==> src/rtl/video_capture_pkg.sv <==
// Purpose: Shared constants and types for the video input capture block.
// Assumes: Load clock is sampled by the 200 MHz core clock.
// Notes: Pipeline depths and sync offsets are plain defaults.
package video_capture_pkg;
  localparam int PIX_W = 64;
  localparam int LEGACY_W = 8;
  localparam int MASK_W = 8;
  localparam int NIB_W = 4;
  localparam int HALF_W = 32;
  localparam int PIPE_DEPTH = 4;
  localparam int HPOS_W = 3;
  localparam logic [PIX_W-1:0] PIX_RESET = 64'h0;

  typedef struct packed {
    logic [PIX_W-1:0] pixel;
    logic [LEGACY_W-1:0] legacy;
    logic active;
    logic show_border;
    logic field_odd;
    logic line_sync;
  } capture_word_t;

  localparam int WORD_W = $bits(capture_word_t);
endpackage

==> src/rtl/video_input_capture.sv <==
// Purpose: Capture pixel, legacy byte and video control inputs on load clock.
// Assumes: All pins are asynchronous to clock; load_clock is sampled.
// Notes: A two-entry buffer holds captured words until the sink takes them.
`timescale 1ns/1ps

////////////////////////////////////////////////////////////////////////////
// Overview of operation
// All video inputs are captured on load clock edges.
// Pixel width is 64 or 32 bits by bus_width_select, rising edge.
// In 32-bit mode pixel bits 63:32 are forced to zero.
// The legacy byte is sampled each rising load clock edge.
// Blanking low means blanking time, high means active picture.
// Frame-edge input acts as border or odd/even by configuration.
// In border use, low border during picture selects border colour.
// Controller holds border low during blanking.
// Board ties border to blanking where no border is wanted.
// In interlace use, the field input selects the cursor row.
// Controller changes the field input only in vertical blanking.
// Sync input serves as horizontal or composite sync.
// Horizontal sync is output delayed to match pixel data.
// A control bit inverts incoming sync polarity.
// PLL clock output is driven or released under control.
// Horizontal sync delay is adjustable by a position setting.
// With masking enabled, set mask bits zero their pixel nibbles.
// All samples from one edge pass equal-depth pipelines.
module video_input_capture
  import video_capture_pkg::*;
#(
  parameter int DEPTH = PIPE_DEPTH
) (
  input wire logic clock,
  input wire logic nrst,
  input wire logic load_clock,
  input wire logic [video_capture_pkg::PIX_W-1:0] vram_word_bus,
  input wire logic [video_capture_pkg::LEGACY_W-1:0] legacy_byte,
  input wire logic blank_n,
  input wire logic frame_edge_in,
  input wire logic line_sync_in,
  input wire logic bus_width_select,
  input wire logic interlace_mode,
  input wire logic composite_sync_mode,
  input wire logic sync_invert,
  input wire logic [video_capture_pkg::HPOS_W-1:0] hsync_position,
  input wire logic input_mask_enable,
  input wire logic [video_capture_pkg::MASK_W-1:0] input_mask,
  input wire logic pll_clock,
  input wire logic pll_out_disable,
  input wire logic out_ready,
  output video_capture_pkg::capture_word_t out_word,
  output logic out_valid,
  output logic line_sync_out,
  output logic composite_sync_out,
  output logic system_pll_clock_out,
  output logic system_pll_clock_out_oe_n,
  output logic overflow
);
  import video_capture_pkg::*;

  function automatic logic [PIX_W-1:0] mask_pixels(
    input logic [PIX_W-1:0] pix,
    input logic wide,
    input logic mask_on,
    input logic [MASK_W-1:0] mask
  );
    logic [PIX_W-1:0] res;
    res = pix;
    if (!wide) begin
      res[PIX_W-1:HALF_W] = '0;
    end else if (mask_on) begin
      for (int i = 0; i < MASK_W; i++) begin
        if (mask[i]) begin
          res[HALF_W+i*NIB_W +: NIB_W] = '0;
        end
      end
    end
    return res;
  endfunction

  ////////////////////////////////////////////////////////////////////////////
  // Two-flop synchronisers on load_clock and every video data pin.
  localparam int SYN_W = PIX_W + LEGACY_W + 4;
  logic [SYN_W-1:0] sync1, sync2;
  logic load_clock_prev;
  logic [SYN_W-1:0] next_sync1, next_sync2;
  logic next_load_clock_prev;

  always_comb begin
    next_sync1 = {vram_word_bus, legacy_byte, blank_n, frame_edge_in,
                  line_sync_in, load_clock};
    next_sync2 = sync1;
    next_load_clock_prev = sync2[0];
  end

  always_ff @(posedge clock or negedge nrst) begin
    if (!nrst) begin
      sync1 <= '0;
      sync2 <= '0;
      load_clock_prev <= 1'b0;
    end else begin
      sync1 <= next_sync1;
      sync2 <= next_sync2;
      load_clock_prev <= next_load_clock_prev;
    end
  end

  logic load_clock_rise;
  assign load_clock_rise = sync2[0] & ~load_clock_prev;

  ////////////////////////////////////////////////////////////////////////////
  // Capture stage and equal-depth pipeline.
  capture_word_t sample;
  logic s_sync, s_frame, s_blank;
  always_comb begin
    s_blank = sync2[3];
    s_frame = sync2[2];
    s_sync = sync2[1] ^ sync_invert;
    sample.pixel = mask_pixels(sync2[SYN_W-1 -: PIX_W], bus_width_select,
                               input_mask_enable, input_mask);
    sample.legacy = sync2[4 +: LEGACY_W];
    sample.active = s_blank;
    // Border only shows in picture time; blanking hides it regardless.
    sample.show_border = !interlace_mode && s_blank && !s_frame;
    sample.field_odd = interlace_mode & s_frame;
    sample.line_sync = s_sync;
  end

  capture_word_t pipe [DEPTH];
  logic [DEPTH-1:0] pvalid;
  capture_word_t next_pipe [DEPTH];
  logic [DEPTH-1:0] next_pvalid;
  logic stall;

  always_comb begin
    for (int i = 0; i < DEPTH; i++) begin
      next_pipe[i] = pipe[i];
    end
    next_pvalid = pvalid;
    if (load_clock_rise && !stall) begin
      next_pipe[0] = sample;
      next_pvalid[0] = 1'b1;
      for (int i = 1; i < DEPTH; i++) begin
        next_pipe[i] = pipe[i-1];
        next_pvalid[i] = pvalid[i-1];
      end
    end
  end

  always_ff @(posedge clock or negedge nrst) begin
    if (!nrst) begin
      for (int i = 0; i < DEPTH; i++) begin
        pipe[i] <= '0;
      end
      pvalid <= '0;
    end else begin
      for (int i = 0; i < DEPTH; i++) begin
        pipe[i] <= next_pipe[i];
      end
      pvalid <= next_pvalid;
    end
  end

  ////////////////////////////////////////////////////////////////////////////
  // Two-entry output buffer.
  capture_word_t buf_mem [2];
  logic [1:0] count;
  logic wr_ptr, rd_ptr;
  logic [1:0] next_count;
  logic next_wr_ptr, next_rd_ptr, next_overflow;
  capture_word_t next_mem [2];
  logic push, pop, in_ready;

  assign in_ready = (count != 2'h2);
  assign stall = !in_ready;
  assign push = load_clock_rise && pvalid[DEPTH-1] && in_ready;
  assign pop = out_valid && out_ready;
  assign out_valid = (count != 2'h0);
  assign out_word = buf_mem[rd_ptr];

  always_comb begin
    next_mem[0] = buf_mem[0];
    next_mem[1] = buf_mem[1];
    next_wr_ptr = wr_ptr;
    next_rd_ptr = rd_ptr;
    next_count = count;
    next_overflow = overflow;
    if (push) begin
      next_mem[wr_ptr] = pipe[DEPTH-1];
      next_wr_ptr = !wr_ptr;
    end
    if (pop) begin
      next_rd_ptr = !rd_ptr;
    end
    if (push && !pop) begin
      next_count = count + 2'h1;
    end else if (pop && !push) begin
      next_count = count - 2'h1;
    end
    // A load edge while full drops the incoming sample.
    if (load_clock_rise && stall) begin
      next_overflow = 1'b1;
    end
  end

  always_ff @(posedge clock or negedge nrst) begin
    if (!nrst) begin
      buf_mem[0] <= '0;
      buf_mem[1] <= '0;
      wr_ptr <= 1'b0;
      rd_ptr <= 1'b0;
      count <= 2'h0;
      overflow <= 1'b0;
    end else begin
      buf_mem[0] <= next_mem[0];
      buf_mem[1] <= next_mem[1];
      wr_ptr <= next_wr_ptr;
      rd_ptr <= next_rd_ptr;
      count <= next_count;
      overflow <= next_overflow;
    end
  end

  ////////////////////////////////////////////////////////////////////////////
  // Sync output with position trim and PLL clock output.
  logic [(1<<HPOS_W)-1:0] hdelay;
  logic [(1<<HPOS_W)-1:0] next_hdelay;
  logic next_line_sync_out, next_composite;

  always_comb begin
    next_hdelay = hdelay;
    next_line_sync_out = line_sync_out;
    next_composite = composite_sync_out;
    if (load_clock_rise && !stall) begin
      next_hdelay = {hdelay[(1<<HPOS_W)-2:0], pipe[DEPTH-1].line_sync};
      if (composite_sync_mode) begin
        next_composite = pipe[DEPTH-1].line_sync;
      end else begin
        next_line_sync_out = hdelay[hsync_position];
      end
    end
  end

  always_ff @(posedge clock or negedge nrst) begin
    if (!nrst) begin
      hdelay <= '0;
      line_sync_out <= 1'b0;
      composite_sync_out <= 1'b0;
    end else begin
      hdelay <= next_hdelay;
      line_sync_out <= next_line_sync_out;
      composite_sync_out <= next_composite;
    end
  end

  assign system_pll_clock_out = pll_clock;
  assign system_pll_clock_out_oe_n = pll_out_disable;
endmodule

==> config.mk <==
export PLATFORM = sky130hd
export DESIGN_NAME = video_input_capture
export DESIGN_NICKNAME = d
export VERILOG_FILES = /design/src/rtl/video_capture_pkg.sv /design/src/rtl/video_input_capture.sv
export SDC_FILE = /design/constraint.sdc
export NUM_CORES = 1
export LEC_CHECK = 0
export BUFFER_PORTS_ARGS = -buffer_cell sky130_fd_sc_hd__buf_2
export CORE_UTILIZATION = 40
export CTS_BUF_LIST = sky130_fd_sc_hd__clkbuf_16
export CTS_CLUSTER_SIZE = 25
export DETAILED_ROUTE_END_ITERATION = 10
export GPL_ROUTABILITY_DRIVEN = 0
export SETUP_SLACK_MARGIN = 0.4
export SLEW_MARGIN = 10
export SYNTH_ARGS = -nofsm -noshare
export SYNTH_HDL_FRONTEND = slang
export SYNTH_SLANG_ARGS = --single-unit
==> constraint.sdc <==
create_clock -name clock -period 3.31 [get_ports clock]
set_input_delay 0.662 -clock clock [delete_from_list [all_inputs] [get_ports clock]]
set_output_delay 0.662 -clock clock [all_outputs]
set_load 0.005 [all_outputs]
==> results.cfg <==
[power_and_ir_drop]
p_sw_share_pct = 26.4
power_frac_comb_pct = 23.2
power.density_nw_per_um2 = 932
seq_power_share_pct = 47.9
power.total_w = 0.0247
switchingPower_w = 0.00653
ir_drop_uv = 410
power.internal_w = 0.0182
leakage_nw = 12.4
power_frac_clock_pct = 28.9

[critical_path]
startpoint_type = flop
path_max_fanout = 36
rr_worst_depth = 4
crit_type = flop to output pin
cp-end-kind = output pin
required_ns = 2.65
arrival_ns = 2.13

[finish]
final_common_cell = dfrtp_1
nets = 1590
layout-drive-gt1-share_pct = 50.7
final_cell_mix = dfrtp_1, mux2_2, buf_2
area_growth_pct = 17.8
finalNonFillerCells = 2291
final_util_pct = 47.9

[cts]
htree_num_levels = 3
worst_skew_pair.late_latency_ns = 0.58
clockRootBuffer = clkbuf_16
cts.path.max_buffers = 3
path_clk_slew_ns = 0.06
cts.sinks = 628
cts-hold-fix-buffers = 0
cts_tree = yes
cts_buffers = 67

[sta]
skew_ns = 0.0192
clock.fmax_mhz = 359
grt_setup_unrepaired = no
period_share_pct = 84.3
tns_ns = 0
tightest_slew_ns = 0.826
hold_viol_final = 0
setup_violations = 0
period_minus_slack_ns = 2.79
slew_headroom_pct = 44.9
finalMaxSlewViolations = 0

[place]
portBuffers = 174
dpl.cell_count = 2171
dpl.hpwl_mm = 24.5

[detailed_routing]
route.detailed.wl_per_inst_um = 17.5
drc = 0
drt-total-wl_mm = 40.1
ant_nets = 0
firstDrtPassIters = 4
vias = 10900
drt-initial-drc-count = 466
via_per_inst = 4.76

[floorplan]
start_util_pct = 40.6
coreArea_um2 = 55400
io_pins = 179
die_h_um = 239
rows = 86
die_x_um = 239
die_area_um2 = 57300

[flow_run]
drv_cap = 0

[synth]
syn_avg_cell_area_um2 = 17.6
synth_warnings = 0
synthAdderAreaFrac_pct = 0.0555
synthSimpleGateAreaFrac_pct = 0.511
async_flop_share_pct = 100
synth_top_family_by_area = multiplexers
synth_xor_xnor_area_share_pct = 0.233
synth_edf_count = 0
ys_types = 31
yosysSeqAreaShare_pct = 69.8
synth-compound-area-share_pct = 1.97
ys_seq_elements = 628
synth_area_um2 = 22500
synth_ff_type = dfrtp_1
synthMuxAreaShare_pct = 25.7
synth_fp_nets = 1378
netlist_instances = 1280

[global_route]
antenna_found_initial = 3
grt.overflow.total = 0
grt_first_pass_wirelength_mm = 65.3
grt_max_degree = 85
grtUsageTotal_pct = 14.8
grt_pass1_vias = 11700

[outcome]
status = finished, final reports clean

[hold_path]
hold_path.class = input port to asynchronous set/reset pin
-- cells by family (layout without fill, tap and decap cells) --
logic type                 after synthesis  in the layout
and+or+nand+nor                         17             17
xor gates and xnor gates                 6              6
muxes                                  514            514
buffers and inverters                   65            326
other                                    0              2
AOI/OAI and AO/OA                       49             49
DFF                                    628            628
adders and majority gates                1              1
-- final timing paths --
check                                          start                       end  slack (ns)
min                                             nrst     pipe[284]$_DFFE_PN0P_        0.06
max                               rd_ptr$_DFFE_PN0P_               out_word[2]        0.52
min in group clock                  vram_word_bus[7]  next_sync2[19]$_DFF_PN0_        0.18
max in group asynchronous                       nrst        rd_ptr$_DFFE_PN0P_        2.36
max reg2reg                load_clock_prev$_DFF_PN0_   buf_mem[77]$_DFFE_PN0P_        0.98
min reg2reg                 next_sync2[56]$_DFF_PN0_       sync2[56]$_DFF_PN0_        0.34
-- synthesized netlist by cell type, drive strengths merged, types with 2 or more instances --
master   count  share of area, %
nand2        4             0.067
dfrtp      628                70
a2111oi      8              0.49
nor2         3             0.061
xor2         3              0.12
o21ai        6              0.13
buf         60               1.7
nor2b        2             0.089
nand2b       3             0.083
clkbuf       4             0.067
a22o        32               1.2
mux2i        4              0.18
o31ai        2             0.067
xnor2        3              0.12
mux2       509                25
-- final cells by class --
type / count / area (µm²)
diodes: 2 / 5.00
clock buffers: 69 / 1730
clock inverters: 49 / 387
fillers: 4708 / 28900
inverters: 1 / 3.75
multi-input cells: 587 / 6430
flip-flops and latches: 628 / 15700
well taps: 748 / 936
repair buffers: 207 / 1330
-- flip-flops by register name, summed over array words and instances (netlist names), 2 cells and up --
name,cells
buf_mem,152
count,2
hdelay,8
next_sync2,76
pipe,304
pvalid,4
sync2,76
-- per-layer routing --
metal	track usage, %	wire (µm)	vias up	share of wire, %
li1	-	-	4994	-
met1	20.3	18800	5667	47
met2	23.0	18800	178	47
met3	3.12	1710	57	4.3
met4	5.61	788	0	2.0
met5	0	0	-	0
-- power by group through the flow --
stage | sequential, W | combinational [W] | clock [W]
3_3_place_gp | 0.0118 | 0.00568 | 0
3_5_place_dp | 0.0120 | 0.00586 | 0
4_1_cts | 0.0119 | 0.00590 | 0.00741
5_1_grt | 0.0122 | 0.00628 | 0.00773
2_1_floorplan | 0.0115 | 0.00424 | 0
6_report | 0.0118 | 0.00573 | 0.00715
-- per-stage QoR --
step           hold WS (ns)  cell area (µm²)  setup WS [ns]
6_report             0.0621            26500          0.521
5_1_grt              0.0756            26500          0.425
4_1_cts              0.0353            26500          0.411
3_5_place_dp          0.335            24400          0.944
3_3_place_gp          0.333            24400          0.998
2_1_floorplan         0.331            22500           1.26
-- critical path, cell delays in order, from the launching register on --
cell and delay [ns]:
dfrtp_4 0.41, buf_4 0.51, mux2_2 0.45, buf_2 0.14
-- timing repair --
item                                   CTS  global route
setup buffers                            0             0
gates resized for setup                  0             1
endpoints found under the hold margin    0             0
setup endpoints to repair                0             2
Note: power is estimated with default switching activity, not from simulation.
